File: src/include/exc_pkg.sv
// Exception vectoring constants and carrier types.
// Assumes a single 200 MHz system clock domain.
package exc_pkg;
	localparam int NUM_IRQ      = 44;
	localparam int NUM_EXC      = 60;
	localparam int IRQ_BASE     = 16;
	localparam int PRIO_W       = 3;
	localparam int VEC_W        = 6;
	// Wired lines; reserved lines masked off
	localparam logic [43:0] IRQ_WIRED_MASK = 44'h8_19_FF_FF_C0_FF;
	// Exception numbers
	localparam logic [5:0] EXC_RESET   = 6'h01;
	localparam logic [5:0] EXC_NMI     = 6'h02;
	localparam logic [5:0] EXC_HARD    = 6'h03;
	localparam logic [5:0] EXC_MEM     = 6'h04;
	localparam logic [5:0] EXC_BUS     = 6'h05;
	localparam logic [5:0] EXC_USAGE   = 6'h06;
	localparam logic [5:0] EXC_SVC     = 6'h0B;
	localparam logic [5:0] EXC_DEBUG   = 6'h0C;
	localparam logic [5:0] EXC_PEND_SERVICE = 6'h0E;
	localparam logic [5:0] EXC_TICK    = 6'h0F;
	localparam logic [5:0] EXC_NONE    = 6'h00;
	// Priorities: 5-bit signed, fixed ones negative
	localparam logic signed [4:0] PRI_RESET = -5'sd3;
	localparam logic signed [4:0] PRI_NMI   = -5'sd2;
	localparam logic signed [4:0] PRI_HARD  = -5'sd1;
	localparam logic signed [4:0] PRI_IDLE  = 5'sd8;
	localparam logic [2:0]  PRIO_RESET_VAL  = 3'h0;
	// Vector table base
	localparam logic [31:0] VTOR_RESET = 32'h0000_0000;
	localparam logic [31:0] VTOR_MIN   = 32'h0000_0100;
	localparam logic [31:0] VTOR_MAX   = 32'h3FFF_FF00;
	localparam logic [31:0] VTOR_ALIGN = 32'hFFFF_FF00;
	localparam int VEC_SHIFT = 2;

	// System exception pending bits
	typedef struct packed {
		logic nmi;
		logic hard;
		logic mem;
		logic bus;
		logic usage;
		logic svc;
		logic debug;
		logic pend_service;
		logic tick;
	} sys_pend_t;

	// Winner presented to the core
	typedef struct packed {
		logic                valid;
		logic                preempt;
		logic [5:0]          vector;
		logic signed [4:0]   prio;
		logic [31:0]         addr;
	} winner_t;
endpackage

File: src/logic/exception_priority_vectoring.sv
// Exception priority resolution and handler vector address generation.
// Assumes synchronous level inputs from peripherals and the core.
`timescale 1ns/100ps
module exception_priority_vectoring (
	// Clock and reset
	input  wire logic                         i_clk,
	input  wire logic                         i_rst,
	// Peripheral interrupt lines and enables
	input  wire logic [43:0]                  i_irq,
	input  wire logic [43:0]                  i_irq_en,
	// System exception requests from the core
	input  wire exc_pkg::sys_pend_t           i_sys_req,
	// Priority configuration
	input  wire logic                         i_prio_we,
	input  wire logic [5:0]                   i_prio_idx,
	input  wire logic [2:0]                   i_prio_val,
	// Vector table base write
	input  wire logic                         i_base_we,
	input  wire logic                         i_base_priv,
	input  wire logic [31:0]                  i_base_val,
	// Core handshake: entry acknowledge, return
	input  wire logic                         i_take,
	input  wire logic                         i_done,
	// Results
	output logic [43:0]                       o_irq_pend,
	output logic [31:0]                       o_vector_base_offset_reg,
	output exc_pkg::winner_t                  o_win,
	output logic signed [4:0]                 o_running_prio
);
	logic [2:0]         prio_q [exc_pkg::NUM_EXC];
	logic [43:0]        pend_q;
	exc_pkg::sys_pend_t spend_q;
	logic [31:0]        base_q;
	logic signed [4:0]  run_q;
	logic [5:0]         run_vec_q;
	logic [59:0]        cand;
	logic [5:0]         best_v;
	logic signed [4:0]  best_p;
	logic               best_ok;
	exc_pkg::sys_pend_t sclr;
	logic [43:0]        irq_clr;
	logic               base_ok;

	// Timing notes for users of this block:
	// - a request is latched on the edge that samples it, and the
	//   registered winner follows one edge after that;
	// - the core must only take while the winner is valid, and the
	//   winner it sees is one cycle old, so it should leave a gap of a
	//   few cycles between takes;
	// - a return drops the running priority straight to idle, so
	//   nested handlers are not tracked here;
	// - a request and a take of the same source in one cycle leave the
	//   source pending, so no edge is ever lost.

	// Programmable priorities, reset to zero
	always_ff @(posedge i_clk or posedge i_rst) begin
		if (i_rst) begin
			for (int k = 0; k < exc_pkg::NUM_EXC; k++) begin
				prio_q[k] <= exc_pkg::PRIO_RESET_VAL;
			end
		end else if (i_prio_we && i_prio_idx > exc_pkg::EXC_HARD &&
			i_prio_idx < 6'(exc_pkg::NUM_EXC)) begin
			prio_q[i_prio_idx] <= i_prio_val;
		end
	end

	// Peripheral line released by the current take
	always_comb begin
		irq_clr = '0;
		for (int n = 0; n < exc_pkg::NUM_IRQ; n++) begin
			irq_clr[n] = i_take &&
				o_win.vector == 6'(exc_pkg::IRQ_BASE + n);
		end
	end

	// Peripheral pending latches; new request wins over take
	always_ff @(posedge i_clk or posedge i_rst) begin
		if (i_rst) begin
			pend_q <= '0;
		end else begin
			for (int n = 0; n < exc_pkg::NUM_IRQ; n++) begin
				if (i_irq[n] && exc_pkg::IRQ_WIRED_MASK[n]) begin
					pend_q[n] <= 1'b1;
				end else if (irq_clr[n]) begin
					pend_q[n] <= 1'b0;
				end
			end
		end
	end

	// System exception released by the current take
	always_comb begin
		sclr = '0;
		if (i_take) begin
			unique case (o_win.vector)
				exc_pkg::EXC_NMI:          sclr.nmi          = 1'b1;
				exc_pkg::EXC_HARD:         sclr.hard         = 1'b1;
				exc_pkg::EXC_MEM:          sclr.mem          = 1'b1;
				exc_pkg::EXC_BUS:          sclr.bus          = 1'b1;
				exc_pkg::EXC_USAGE:        sclr.usage        = 1'b1;
				exc_pkg::EXC_SVC:          sclr.svc          = 1'b1;
				exc_pkg::EXC_DEBUG:        sclr.debug        = 1'b1;
				exc_pkg::EXC_PEND_SERVICE: sclr.pend_service = 1'b1;
				exc_pkg::EXC_TICK:         sclr.tick         = 1'b1;
				default: ;
			endcase
		end
	end

	// System exception pending latches; a new request wins per bit
	always_ff @(posedge i_clk or posedge i_rst) begin
		if (i_rst) begin
			spend_q <= '0;
		end else begin
			spend_q <= (spend_q & ~sclr) | i_sys_req;
		end
	end

	// Base write is legal only when privileged and in range once aligned down
	always_comb begin
		base_ok = i_base_we && i_base_priv &&
			(i_base_val & exc_pkg::VTOR_ALIGN) >= exc_pkg::VTOR_MIN &&
			(i_base_val & exc_pkg::VTOR_ALIGN) <= exc_pkg::VTOR_MAX;
	end

	// Vector table base register
	always_ff @(posedge i_clk or posedge i_rst) begin
		if (i_rst) begin
			base_q <= exc_pkg::VTOR_RESET;
		end else if (base_ok) begin
			base_q <= i_base_val & exc_pkg::VTOR_ALIGN;
		end
	end

	// Running handler priority; idle is below every priority
	always_ff @(posedge i_clk or posedge i_rst) begin
		if (i_rst) begin
			run_q     <= exc_pkg::PRI_IDLE;
			run_vec_q <= exc_pkg::EXC_NONE;
		end else if (i_take && o_win.valid) begin
			run_q     <= o_win.prio;
			run_vec_q <= o_win.vector;
		end else if (i_done) begin
			run_q     <= exc_pkg::PRI_IDLE;
			run_vec_q <= exc_pkg::EXC_NONE;
		end
	end

	// Candidate list indexed by exception number
	always_comb begin
		cand = '0;
		cand[exc_pkg::EXC_NMI]    = spend_q.nmi;
		cand[exc_pkg::EXC_HARD]   = spend_q.hard;
		cand[exc_pkg::EXC_MEM]    = spend_q.mem;
		cand[exc_pkg::EXC_BUS]    = spend_q.bus;
		cand[exc_pkg::EXC_USAGE]  = spend_q.usage;
		cand[exc_pkg::EXC_SVC]    = spend_q.svc;
		cand[exc_pkg::EXC_DEBUG]  = spend_q.debug;
		cand[exc_pkg::EXC_PEND_SERVICE] = spend_q.pend_service;
		cand[exc_pkg::EXC_TICK]   = spend_q.tick;
		cand[59:16] = pend_q & i_irq_en;
	end

	// Lowest priority value, then lowest number
	always_comb begin
		logic signed [4:0] p;
		p       = '0;
		best_v  = exc_pkg::EXC_NONE;
		best_p  = exc_pkg::PRI_IDLE;
		best_ok = 1'b0;
		for (int e = 2; e < exc_pkg::NUM_EXC; e++) begin
			if (e == 2) p = exc_pkg::PRI_NMI;
			else if (e == 3) p = exc_pkg::PRI_HARD;
			else p = $signed({2'b00, prio_q[e]});
			if (cand[e] && (!best_ok || p < best_p)) begin
				best_ok = 1'b1;
				best_p  = p;
				best_v  = 6'(e);
			end
		end
	end

	// Registered outputs, refreshed each cycle
	always_ff @(posedge i_clk or posedge i_rst) begin
		if (i_rst) begin
			o_win                    <= '0;
			o_irq_pend               <= '0;
			o_vector_base_offset_reg <= exc_pkg::VTOR_RESET;
			o_running_prio           <= exc_pkg::PRI_IDLE;
		end else begin
			o_win.valid   <= best_ok;
			o_win.preempt <= best_ok && best_p < run_q;
			o_win.vector  <= best_v;
			o_win.prio    <= best_p;
			o_win.addr    <= base_q + {24'h0, best_v, 2'b00};
			o_irq_pend               <= pend_q;
			o_vector_base_offset_reg <= base_q;
			o_running_prio           <= run_q;
		end
	end
endmodule

File: config.mk
export PLATFORM = sky130hd
export DESIGN_NAME = exception_priority_vectoring
export DESIGN_NICKNAME = d
export VERILOG_FILES = /design/src/include/exc_pkg.sv /design/src/logic/exception_priority_vectoring.sv
export SDC_FILE = /design/constraint.sdc
export NUM_CORES = 1
export LEC_CHECK = 0
export CORE_UTILIZATION = 40
export CTS_CLUSTER_SIZE = 10
export DETAILED_ROUTE_END_ITERATION = 8
export DONT_BUFFER_PORTS = 1
export PLACE_DENSITY = 0.57
export SYNTH_ARGS = -nofsm -noshare
export SYNTH_HDL_FRONTEND = slang
export SYNTH_SLANG_ARGS = --single-unit
export TNS_END_PERCENT = 50
File: constraint.sdc
create_clock -name i_clk -period 107 [get_ports i_clk]
set_clock_uncertainty 0.2 [all_clocks]
set_input_delay 10.7 -clock i_clk [delete_from_list [all_inputs] [get_ports i_clk]]
set_output_delay 10.7 -clock i_clk [all_outputs]
set_load 0.02 [all_outputs]
==> results.sh <==
export IMPL_fmax_mhz=16.5
export IMPL_cts_tree="yes"
export IMPL_min_path_cells=0
export IMPL_n_antenna_cell=0
export IMPL_critPathCaptureType="register"
export IMPL_p_leak_uw=0.00770
export IMPL_criticalPathCategory="register to register"
export IMPL_synth_edf_count=0
export IMPL_wl_met1_mm=21.6
export IMPL_avgSynthCellArea_um2=9.41
export IMPL_nets=1895
export IMPL_dp_hpwl_mm=37.5
export IMPL_cts_setup_buffers=0
export IMPL_worst_path_most_repeated_cell="ha_1"
export IMPL_worst_setup_path_start_kind="register"
export IMPL_yosys_top_cells_count="249 x dfrtp_1, 176 x nand2_1, 134 x nor2_1"
export IMPL_critPathSlowestCell="a211oi_1"
export IMPL_wl_per_cell_um=22.1
export IMPL_min_to="o_vector_base_offset_reg[9]"
export IMPL_period_needed_ns=60.75
export IMPL_ys_seq_area_share_pct=39.2
export IMPL_cts_hold_buf=0
export IMPL_io_buffers=0
export IMPL_worst_pin_slew_ns=1.14
export IMPL_hold_viol=0
export IMPL_ir_drop_mv=0.0109
export IMPL_place_area_um2=16300
export IMPL_yosys_warnings=0
export IMPL_r2r_end="o_win[43]"
export IMPL_grt_pass1_vias=12900
export IMPL_die_area_um2=40900
export IMPL_holdCritStartpoint="base_q[9]"
export IMPL_grt_ovfl_total=0
export IMPL_synth_ff_type="dfrtp_1"
export IMPL_num_io_pins=271
export IMPL_largest_register="prio_q"
export IMPL_max_slew_margin_rel_pct=23.4
export IMPL_syn_to_final_growth_pct=7.78
export IMPL_cts_sinks=251
export IMPL_initial_core_util_pct=40.5
export IMPL_holdCritPathClass="register to register"
export IMPL_period_share_pct=56.8
export IMPL_dr_pass1_iters=5
export IMPL_clk_latency_ns=0.54
export IMPL_ys_ff_latch=251
export IMPL_reg_largest_list="prio_q (111), o_irq_pend (30), pend_q (30)"
export IMPL_fin_util_pct=43.6
export IMPL_crit_arrival_ns=61.00
export IMPL_r2r_cells=258
export IMPL_highest_layer="met4"
export IMPL_report_power_total_uw=364
export IMPL_dr_wl_met3_mm=3.75
export IMPL_ff2ff_setup_slack_ns=46.25
export IMPL_cts_max_level=2
export IMPL_status="completed"
export IMPL_routed_wl_mm=49.1
export IMPL_via_count=13200
export IMPL_root_buffer="clkbuf_16"
export IMPL_antenna_found_initial=0
export IMPL_grt_pass1_wl_mm=75.7
export IMPL_grtUsageTotal_pct=23.8
export IMPL_largest_reg_flops=111
export IMPL_drt_vias_per_instance=5.96
export IMPL_async_flop_share_pct=100
export IMPL_syn_area_um2=16000
export IMPL_required_ns=107.25
export IMPL_synthCells=1705
export IMPL_synth_most_common_cell="dfrtp_1"
export IMPL_layout_cells_non_filler=2220
export IMPL_dpl_cell_count=2163
export IMPL_coreArea_um2=39600
export IMPL_cp_max_fo=14
export IMPL_cts_resized=0
export IMPL_clkTransAtPathRegs_ns=0.05
export IMPL_gp_congestion=0.960
export IMPL_critPathMaxStageDelay_ns=0.90
export IMPL_final_area_um2=17300
export IMPL_report_final_slew_viol_count=0
export IMPL_synth_top_area_share_pct=38.8
export IMPL_reg2reg_from="cand[3]"
export IMPL_drive_above_1_share_pct=14.0
export IMPL_fp_row_count=73
export IMPL_grt_max_degree=125
export IMPL_synth_largest_area_cell="dfrtp_1"
export IMPL_drcViolationCount=0
export IMPL_setup_viol=0
export IMPL_cts_buffers_inserted=34
export IMPL_clockBufferDepth=3
export IMPL_postRouteAntennaNets=0
export IMPL_grt_setup_unrepaired="false"
export IMPL_cap_violations=0
export IMPL_die_w_um=202
export IMPL_setup_tns_ns=0
export IMPL_synthTopCellsByArea="dfrtp_1 39%, mux2_2 9.1%, ha_1 5.9%, nand2_1 4.1%, nor2_1 3.1%"
export IMPL_pwr_density_cell_nw_per_um2=21.1
export IMPL_wl_met2_mm=22.6
export IMPL_ys_types=102
export IMPL_drt_iter0_drc=813
export IMPL_die_h_um=202
==> worst max-delay path: cells and delay by family (launching register included) <==
kind / cells / cell delay (ns)
buffers and inverters: 13 / 1.11
AND/OR/NAND/NOR: 70 / 11.93
adder cells (fa/ha/maj): 37 / 10.35
flip-flops: 1 / 0.59
multiplexers: 14 / 4.66
AO/OA/AOI/OAI: 124 / 31.67
==> kinds of logic (layout without fill, tap and decap cells) <==
kind of cell | Yosys count | after routing | share of synthesized area, %
simple gates | 583 | 583 | 18.2
compound gates | 481 | 481 | 21.2
flops | 251 | 251 | 39.2
buf+inv | 163 | 130 | 5.17
mux | 150 | 150 | 10.4
fa+ha+maj | 76 | 76 | 5.93
other cells | 1 | 24 | 0.0234
==> cells in the final DEF, fill, tap and decap left out, types with 43 or more instances in the layout <==
cell type    n
a21o_1      43
a21oi_1     99
dfrtp_1    249
ha_1        76
inv_1       65
mux2_2     129
nand2_1    176
nand3_1     52
nor2_1     133
o21ai_0     83
==> report_power, final <==
part | switching, uW | internal (uW) | total, uW
Combinational | 75.9 | 53.7 | 130
Sequential | 21.2 | 108 | 129
Clock | 42.1 | 63.7 | 106
==> area by class of cell <==
class,instances,area (um2)
fillers,3897,22300
multi-input cells,1314,9030
flip-flops and latches,251,6280
clock buffers,48,945
well taps,525,657
inverters,67,259
clock inverters,9,78.8
repair buffers,6,45.0
==> per-stage QoR <==
| stage | setup slack, ns | hold WS, ns |
|---|---|---|
| global route | 41.10 | 0.179 |
| CTS | 47.00 | 0.168 |
| finish | 46.25 | 0.169 |
| floorplan | 55.08 | 0.146 |
| global placement | 47.85 | 0.155 |
| detailed placement | 47.23 | 0.160 |
==> routing by layer <==
| metal | vias to the layer above | GRT usage (%) |
|---|---|---|
| li1 | 6195 | - |
| met1 | 6505 | 31.6 |
| met2 | 460 | 38.5 |
| met3 | 73 | 5.84 |
| met4 | 0 | 6.58 |
| met5 | - | 0 |
==> how the worst max path moves through the flow <==
stage / from / end / slack, ns
6_report: cand[3] / o_win[43] / 46.25
5_1_grt: cand[3] / o_win[43] / 41.10
4_1_cts: cand[3] / o_win[43] / 47.00
3_5_place_dp: i_irq_en[0] / o_win[43] / 47.23
3_3_place_gp: i_irq_en[0] / o_win[43] / 47.85
2_1_floorplan: i_irq_en[0] / o_win[43] / 55.08
(Power assumes the default switching activity.)
